`src/inc/srmove_regs.svh`:
```
// constants for the special register move decoder: fields, opcodes, bits
`ifndef SRMOVE_REGS_SVH
`define SRMOVE_REGS_SVH

// primary and extended opcodes
`define OP_PRIM_31        6'd31
`define OP_PRIM_63        6'd63
`define XO_SEG_INDIRECT   10'd659
`define XO_COND_LOAD      10'd144
`define XO_FPS_CLEAR      10'd70
`define XO_FPS_SET        10'd38

// status register bit positions (big-endian numbering, bit 0 = msb)
`define FPS_BIT_FX        5'd0
`define FPS_BIT_FEX       5'd1
`define FPS_BIT_VX        5'd2
`define FPS_BIT_OX        5'd3

// reset values of the architectural registers held here
`define COND_RESET        32'h0000_0000
`define FPS_RESET         32'h0000_0000
`define SEG_RESET         32'h0000_0000

// condition field used by the record form of the status-bit moves
`define COND_FIELD_REC    3'd1

`endif

```
`src/inc/srmove_pkg.sv`:
```
// types shared by the special register move decoder
package srmove_pkg;

    typedef logic [31:0] word_t;
    typedef logic [4:0]  reg_idx_t;
    typedef logic [3:0]  seg_idx_t;

    typedef enum logic [2:0] {
        op_none,
        op_seg_read,
        op_cond_load,
        op_fps_clear,
        op_fps_set,
        op_priv_fault
    } op_kind_t;

endpackage

```
`src/design/special_register_move_decoder.sv`:
```
// execute stage for indirect segment read, masked cond load, status bits
`timescale 1ns/1ps
`include "srmove_regs.svh"

// Overview of operation
// - gpr bits 0-3 select segment, written to destination
// - segment read is privileged, faults in user mode
// - record form leaves field 0, never touches xer
// - cond load: opcode 144, source, eight-bit mask
// - each set mask bit replaces its nibble
// - several mask bits all update correctly
// - status-bit clear forces indexed bit to 0
// - status-bit set forces indexed bit to 1
// - record flag copies four summary bits to field 1
// - status-bit moves never modify xer
// - status bits 1 and 2 are not writable
module special_register_move_decoder (
    // clock and reset
    input  wire logic                 clk,
    input  wire logic                 rst,
    // issue side
    input  wire logic                 insn_valid,
    input  wire srmove_pkg::word_t    insn,
    input  wire logic                 user_mode,
    // general register read data, indexed by the fields shown below
    input  wire srmove_pkg::word_t    gpr_rdata_a,
    input  wire srmove_pkg::word_t    gpr_rdata_b,
    // segment register load port
    input  wire logic                 seg_we,
    input  wire srmove_pkg::seg_idx_t seg_widx,
    input  wire srmove_pkg::word_t    seg_wdata,
    // general register read indices (combinational, for the file)
    output srmove_pkg::reg_idx_t      source_gpr_index,
    output srmove_pkg::reg_idx_t      index_source_gpr,
    // general register write back
    output logic                      gpr_we,
    output srmove_pkg::reg_idx_t      dest_gpr_index,
    output srmove_pkg::word_t         gpr_wdata,
    // architectural state
    output srmove_pkg::word_t         condition_reg,
    output srmove_pkg::word_t         fp_status_control_reg,
    // outcome flags
    output logic                      priv_fault,
    output logic                      pass_on,
    output logic                      pass_insn_valid,
    output srmove_pkg::word_t         pass_insn,
    output logic                      xer_we
);
    import srmove_pkg::*;

    // ------------------------------------------------------------
    // state
    // ------------------------------------------------------------
    typedef struct packed {
        word_t [15:0] seg;
        word_t        cond;
        word_t        fps;
        logic         gpr_we;
        reg_idx_t     dest;
        word_t        gpr_wdata;
        logic         fault;
        logic         pass;
        word_t        pass_insn;
    } state_t;

    state_t s_q;
    state_t s_d;

    op_kind_t   op_kind;
    reg_idx_t   field_a;
    reg_idx_t   field_b;
    logic [7:0] cond_field_mask;
    logic       record_flag;

    // ------------------------------------------------------------
    // decode
    // ------------------------------------------------------------
    insn_field_decode u_decode (
        .insn            (insn),
        .user_mode       (user_mode),
        .op_kind         (op_kind),
        .field_a         (field_a),
        .field_b         (field_b),
        .cond_field_mask (cond_field_mask),
        .record_flag     (record_flag)
    );

    // the register file answers in the same cycle these are shown
    assign source_gpr_index = field_a;
    assign index_source_gpr = field_b;

    // big-endian bit index to little-endian vector position
    function automatic logic [4:0] be_pos(input logic [4:0] idx);
        be_pos = 5'd31 - idx;
    endfunction

    // nibble merge under mask; mask bit 0 (insn bit 12) owns bits 0-3
    function automatic word_t mask_merge(input word_t old_v,
                                         input word_t new_v,
                                         input logic [7:0] m);
        word_t r;
        r = old_v;
        for (int k = 0; k < 8; k++) begin
            if (m[k]) begin
                r[k*4 +: 4] = new_v[k*4 +: 4];
            end
        end
        mask_merge = r;
    endfunction

    // ------------------------------------------------------------
    // next state
    // ------------------------------------------------------------
    always_comb begin
        logic [4:0] pos;
        word_t      fps_n;
        pos   = be_pos(field_a);
        fps_n = s_q.fps;
        s_d   = s_q;
        s_d.gpr_we    = 1'b0;
        s_d.fault     = 1'b0;
        s_d.pass      = 1'b0;
        s_d.dest      = field_a;
        s_d.gpr_wdata = s_q.gpr_wdata;
        s_d.pass_insn = insn;

        // segment loads from the mmu side
        if (seg_we) begin
            s_d.seg[seg_widx] = seg_wdata;
        end

        if (insn_valid) begin
            case (op_kind)
                op_seg_read: begin
                    // field 0 left as is; undefined allows no update
                    s_d.gpr_we    = 1'b1;
                    s_d.gpr_wdata = s_q.seg[gpr_rdata_b[31:28]];
                end
                op_priv_fault: begin
                    s_d.fault = 1'b1;
                end
                op_cond_load: begin
                    // every selected field updates, not just one
                    s_d.cond = mask_merge(s_q.cond, gpr_rdata_a,
                                          cond_field_mask);
                end
                op_fps_clear, op_fps_set: begin
                    // summary bits 1 and 2 are derived, writes drop
                    if (field_a != `FPS_BIT_FEX &&
                        field_a != `FPS_BIT_VX) begin
                        fps_n[pos] = (op_kind == op_fps_set);
                    end
                    s_d.fps = fps_n;
                    // record form copies fx fex vx ox to field 1
                    if (record_flag) begin
                        s_d.cond[27:24] = fps_n[31:28];
                    end
                end
                op_none: begin
                    s_d.pass = 1'b1;
                end
                default: begin
                    s_d.pass = 1'b1;
                end
            endcase
        end
    end

    // ------------------------------------------------------------
    // registers
    // ------------------------------------------------------------
    always_ff @(posedge clk) begin
        if (rst) begin
            s_q.seg       <= {16{`SEG_RESET}};
            s_q.cond      <= `COND_RESET;
            s_q.fps       <= `FPS_RESET;
            s_q.gpr_we    <= 1'b0;
            s_q.dest      <= 5'h00;
            s_q.gpr_wdata <= 32'h0000_0000;
            s_q.fault     <= 1'b0;
            s_q.pass      <= 1'b0;
            s_q.pass_insn <= 32'h0000_0000;
        end else begin
            s_q <= s_d;
        end
    end

    // ------------------------------------------------------------
    // outputs
    // ------------------------------------------------------------
    assign gpr_we                = s_q.gpr_we;
    assign dest_gpr_index        = s_q.dest;
    assign gpr_wdata             = s_q.gpr_wdata;
    assign condition_reg         = s_q.cond;
    assign fp_status_control_reg = s_q.fps;
    assign priv_fault            = s_q.fault;
    assign pass_on               = s_q.pass;
    assign pass_insn_valid       = s_q.pass;
    assign pass_insn             = s_q.pass_insn;
    // none of these instructions writes the fixed-point exception reg
    assign xer_we                = 1'b0;

endmodule

```
`src/design/insn_field_decode.sv`:
```
// decodes one instruction word into its operation and fields
`timescale 1ns/1ps
`include "srmove_regs.svh"

module insn_field_decode
    import srmove_pkg::*;
(
    // instruction word and privilege state
    input  wire srmove_pkg::word_t    insn,
    input  wire logic                 user_mode,
    // decoded result
    output srmove_pkg::op_kind_t      op_kind,
    output srmove_pkg::reg_idx_t      field_a,
    output srmove_pkg::reg_idx_t      field_b,
    output logic [7:0]                cond_field_mask,
    output logic                      record_flag
);

    // bit 0 of the architecture is the msb of the word
    function automatic logic [9:0] ext_opcode(input word_t w);
        ext_opcode = w[10:1];
    endfunction

    logic [5:0] prim;
    logic [9:0] xo;

    // field slicing
    always_comb begin
        prim            = insn[31:26];
        xo              = ext_opcode(insn);
        field_a         = insn[25:21];
        field_b         = insn[15:11];
        cond_field_mask = insn[19:12];
        record_flag     = insn[0];
    end

    // opcode match; anything else falls through untouched
    always_comb begin
        op_kind = op_none;
        if (prim == `OP_PRIM_31 && xo == `XO_SEG_INDIRECT) begin
            op_kind = user_mode ? op_priv_fault : op_seg_read;
        end else if (prim == `OP_PRIM_31 && xo == `XO_COND_LOAD) begin
            op_kind = op_cond_load;
        end else if (prim == `OP_PRIM_63 && xo == `XO_FPS_CLEAR) begin
            op_kind = op_fps_clear;
        end else if (prim == `OP_PRIM_63 && xo == `XO_FPS_SET) begin
            op_kind = op_fps_set;
        end
    end

endmodule

```
`config.mk`:
```
export PLATFORM = sky130hd
export DESIGN_NAME = special_register_move_decoder
export DESIGN_NICKNAME = d
export VERILOG_FILES = /design/src/inc/srmove_pkg.sv /design/src/design/special_register_move_decoder.sv /design/src/design/insn_field_decode.sv
export VERILOG_INCLUDE_DIRS = /design/src /design/src/inc
export SDC_FILE = /design/constraint.sdc
export NUM_CORES = 1
export LEC_CHECK = 0
export ABC_AREA = 1
export BUFFER_PORTS_ARGS = -buffer_cell sky130_fd_sc_hd__buf_4
export CAP_MARGIN = 20
export CELL_PAD_IN_SITES_DETAIL_PLACEMENT = 1
export CELL_PAD_IN_SITES_GLOBAL_PLACEMENT = 2
export CORE_MARGIN = 2
export CORE_UTILIZATION = 37
export CTS_BUF_LIST = sky130_fd_sc_hd__clkbuf_8
export CTS_CLUSTER_DIAMETER = 50
export DETAILED_ROUTE_END_ITERATION = 10
export MAX_ROUTING_LAYER = met4
export PLACE_DENSITY = 0.89
export SYNTH_ARGS = -nofsm -noshare
export SYNTH_HDL_FRONTEND = slang
export SYNTH_SLANG_ARGS = --single-unit
```
`constraint.sdc`:
```
create_clock -name clk -period 2.3 [get_ports clk]
set_clock_uncertainty 0.05 [all_clocks]
set_input_delay 0 -clock clk [delete_from_list [all_inputs] [get_ports clk]]
set_output_delay 0 -clock clk [all_outputs]
set_load 0.02 [all_outputs]
```
==> metrics <==
ranking of synthesized cells by area dfxtp_1 45%, nor2_1 15%, o21ai_0 9.2%, nand2_1 4.9%, a21oi_1 4.8%; mean number of vias per cell 5.498; Slew Limit Headroom 0.3748; Post-synth EDFFs 0; cells after synthesis 4116; Row Count 101; 1st-pass router iterations 5; Die Area 0.07947 mm^2; Worst-path clk slew 0.10 ns; Iter 0 DRT Violations 2435; footprint of the multi-input gates 0.01279 mm^2; setup slack after layout -0.1802 ns; status finished, violations left; Bufs on Longest Clock Path 3; gpl congestion 0.7849; worst hold path type input port to flop; arrival time at the worst endpoint 3.01 ns; RSZ-0062 raised after global routing true; syn nets 4253; H-tree depth 3; HPWL Detailed 64800 um; worst-path fanout max 7; Placement Cell Area 0.03056 mm^2; Ys Warns 0; Tmin final 2.480 ns; R2R depth 8; Top Ports 285; Min-Delay Path Depth 4; critical path type input port to flop; count leader, synth nor2_1; Layout Nets 4444; Max Clk Rate 0.4032 GHz; largest net degree at the start of global routing 93; Tot GR Track Use 0.3097; ys async rst share 0; setup slack at placement 0.4522 ns; cell taking the most area after synthesis dfxtp_1; number of global-route vias before repair 29667; Final Cell Area 0.03507 mm^2; initial core utilization 0.3750; Seq/Total Area, Yosys 0.4505; CP endpoint kind flop; fin crit share 1.078; drt drc 0; layout cells sized above 1 0.1380; commonest cells in the netlist 1144 x nor2_1, 643 x dfxtp_1, 528 x o21ai_0; initial antenna violation count 26; clock sinks 643; Main synth FF type dfxtp_1; Critical Path RT 2.83 ns; Fin. Hold Viols 1; CTS tree built; final hold slack -0.0005380 ns; slowest cell on the critical path dlygate4sd3_1; post-synth top area share 0.4505; cells along the critical path dlygate4sd3_1 -> buf_4 -> nor2_1 -> nand2_1 -> nor2_1 -> nand3_4 -> clkinv_8 -> nand3_4 -> inv_4 -> nand2_1 -> dlygate4sd3_1 -> a21oi_2; antenna-violating nets left 0; largest register by flop count s_q; violations in the final reports negative hold slack, negative setup slack; Final setup viols 8; die height 281.9 um; Die W 281.9 um; register area 0.01287 mm^2; WL final 128500 um; global-route wire length before repair 183100 um; Yosys cell types 32; wire length per cell 23.57 um; max reg flops 512; Mapped Area 0.02858 mm^2; filler cell count 9571; syn avg cell area 6.943 um^2; slew at the pin closest to its max-slew limit 0.9379 ns; Vias 29963; power density cells 713.6 mW/mm^2; CTS buffer count 111; CP startpoint kind input port; area grow syn2layout 22.72%; R2R setup slack 0.81 ns; worst vdd ir 0.4808 mV; Buffers on Ports 255; setup TNS -0.5636 ns; root buffer cell clkbuf_8; global route overflow 0; CP max stage delay 0.61 ns; Core Region 0.07620 mm^2; latest clock arrival within the worst-skew pair 0.74 ns; Leak 14.92 nW; flops & latches, synth 643; pins over their slew limit 0; # Max-Cap Violations 0
[layer usage]
layer | GRT usage | part of all wire | wire [um]
met1 | 0.3778 | 0.42 | 53760
met2 | 0.4968 | 0.46 | 59560
met3 | 0.05187 | 0.064 | 8274
met4 | 0.1491 | 0.053 | 6861
met5 | - | 0 | 0
[power by group]
part           leakage (nW)  internal, mW  switching [mW]  total (mW)
clock network          1.31          5.85            5.26        11.1
registers              5.21          11.4           0.111        11.5
logic                  8.40         0.816            1.62        2.43
[worst max-delay path: cells and delay by family]
family / cells / cell delay [ns]
simple gates: 6 / 0.87
compound gates: 1 / 0.51
buf+inv: 5 / 1.62
[stage by stage]
stage / power (mW) / utilization / instances
6_report: 25.03 / 0.4602 / 5450
5_1_grt: 25.80 / 0.4601 / 5448
4_1_cts: 24.84 / 0.4562 / 5415
3_5_place_dp: 13.76 / 0.4010 / 5026
3_3_place_gp: 13.73 / 0.4010 / 5026
2_1_floorplan: 12.92 / - / 4116
[repair_timing]
action / 4_1_cts / 5_1_grt
setup buffers: 0 / 9
hold buffers: 191 / 0
setup endpoints to repair: 0 / 29
hold endpoints to repair: 640 / 0
gates resized for setup: 0 / 40
[cell usage in the layout, fill, tap and decap left out, drive strengths merged]
master,instances
nor2,1150
o21ai,708
dfxtp,643
nand2,378
buf,358
a21oi,276
inv,229
dlygate4sd3,189
nand3,154
clkbuf,146
nand4,34
o21a,32
o31ai,32
o221ai,32
diode,28
clkinv,21
clkinvlp,2
bufinv,2
or2,2
nor3,1
nor4,1
nor3b,1
conb,1
[path summary, 6_finish.rpt]
check                        start                            end
max reg2reg  s_q[332]$_SDFFE_PP0P_      gpr_wdata[4]$_SDFFE_PP0P_
max                        insn[2]  condition_reg[3]$_SDFFE_PP0P_
min reg2reg  s_q[154]$_SDFFE_PP0P_          s_q[154]$_SDFFE_PP0P_
min                       insn[31]       pass_insn[31]$_SDFF_PP0_
[layout make-up]
type / instances / share of cell area
Antenna cell: 28 / 0.001998
Clock buffer: 145 / 0.05691
Clock inverter: 53 / 0.008527
Inverter: 201 / 0.02262
Multi-Input combinational cell: 2802 / 0.3648
Sequential cell: 643 / 0.3671
Tap cell: 1030 / 0.03675
Timing Repair Buffer: 548 / 0.1413
[logic make-up after synthesis]
family                 count (synthesis)  share of synthesized area
other                                  1                  0.0001312
flip-flops                           643                     0.4505
AND/OR/NAND/NOR                     1721                     0.2385
buffers and inverters                671                     0.1119
AO/OA/AOI/OAI                       1080                     0.1990
Note: power is estimated with default switching activity, not from simulation.
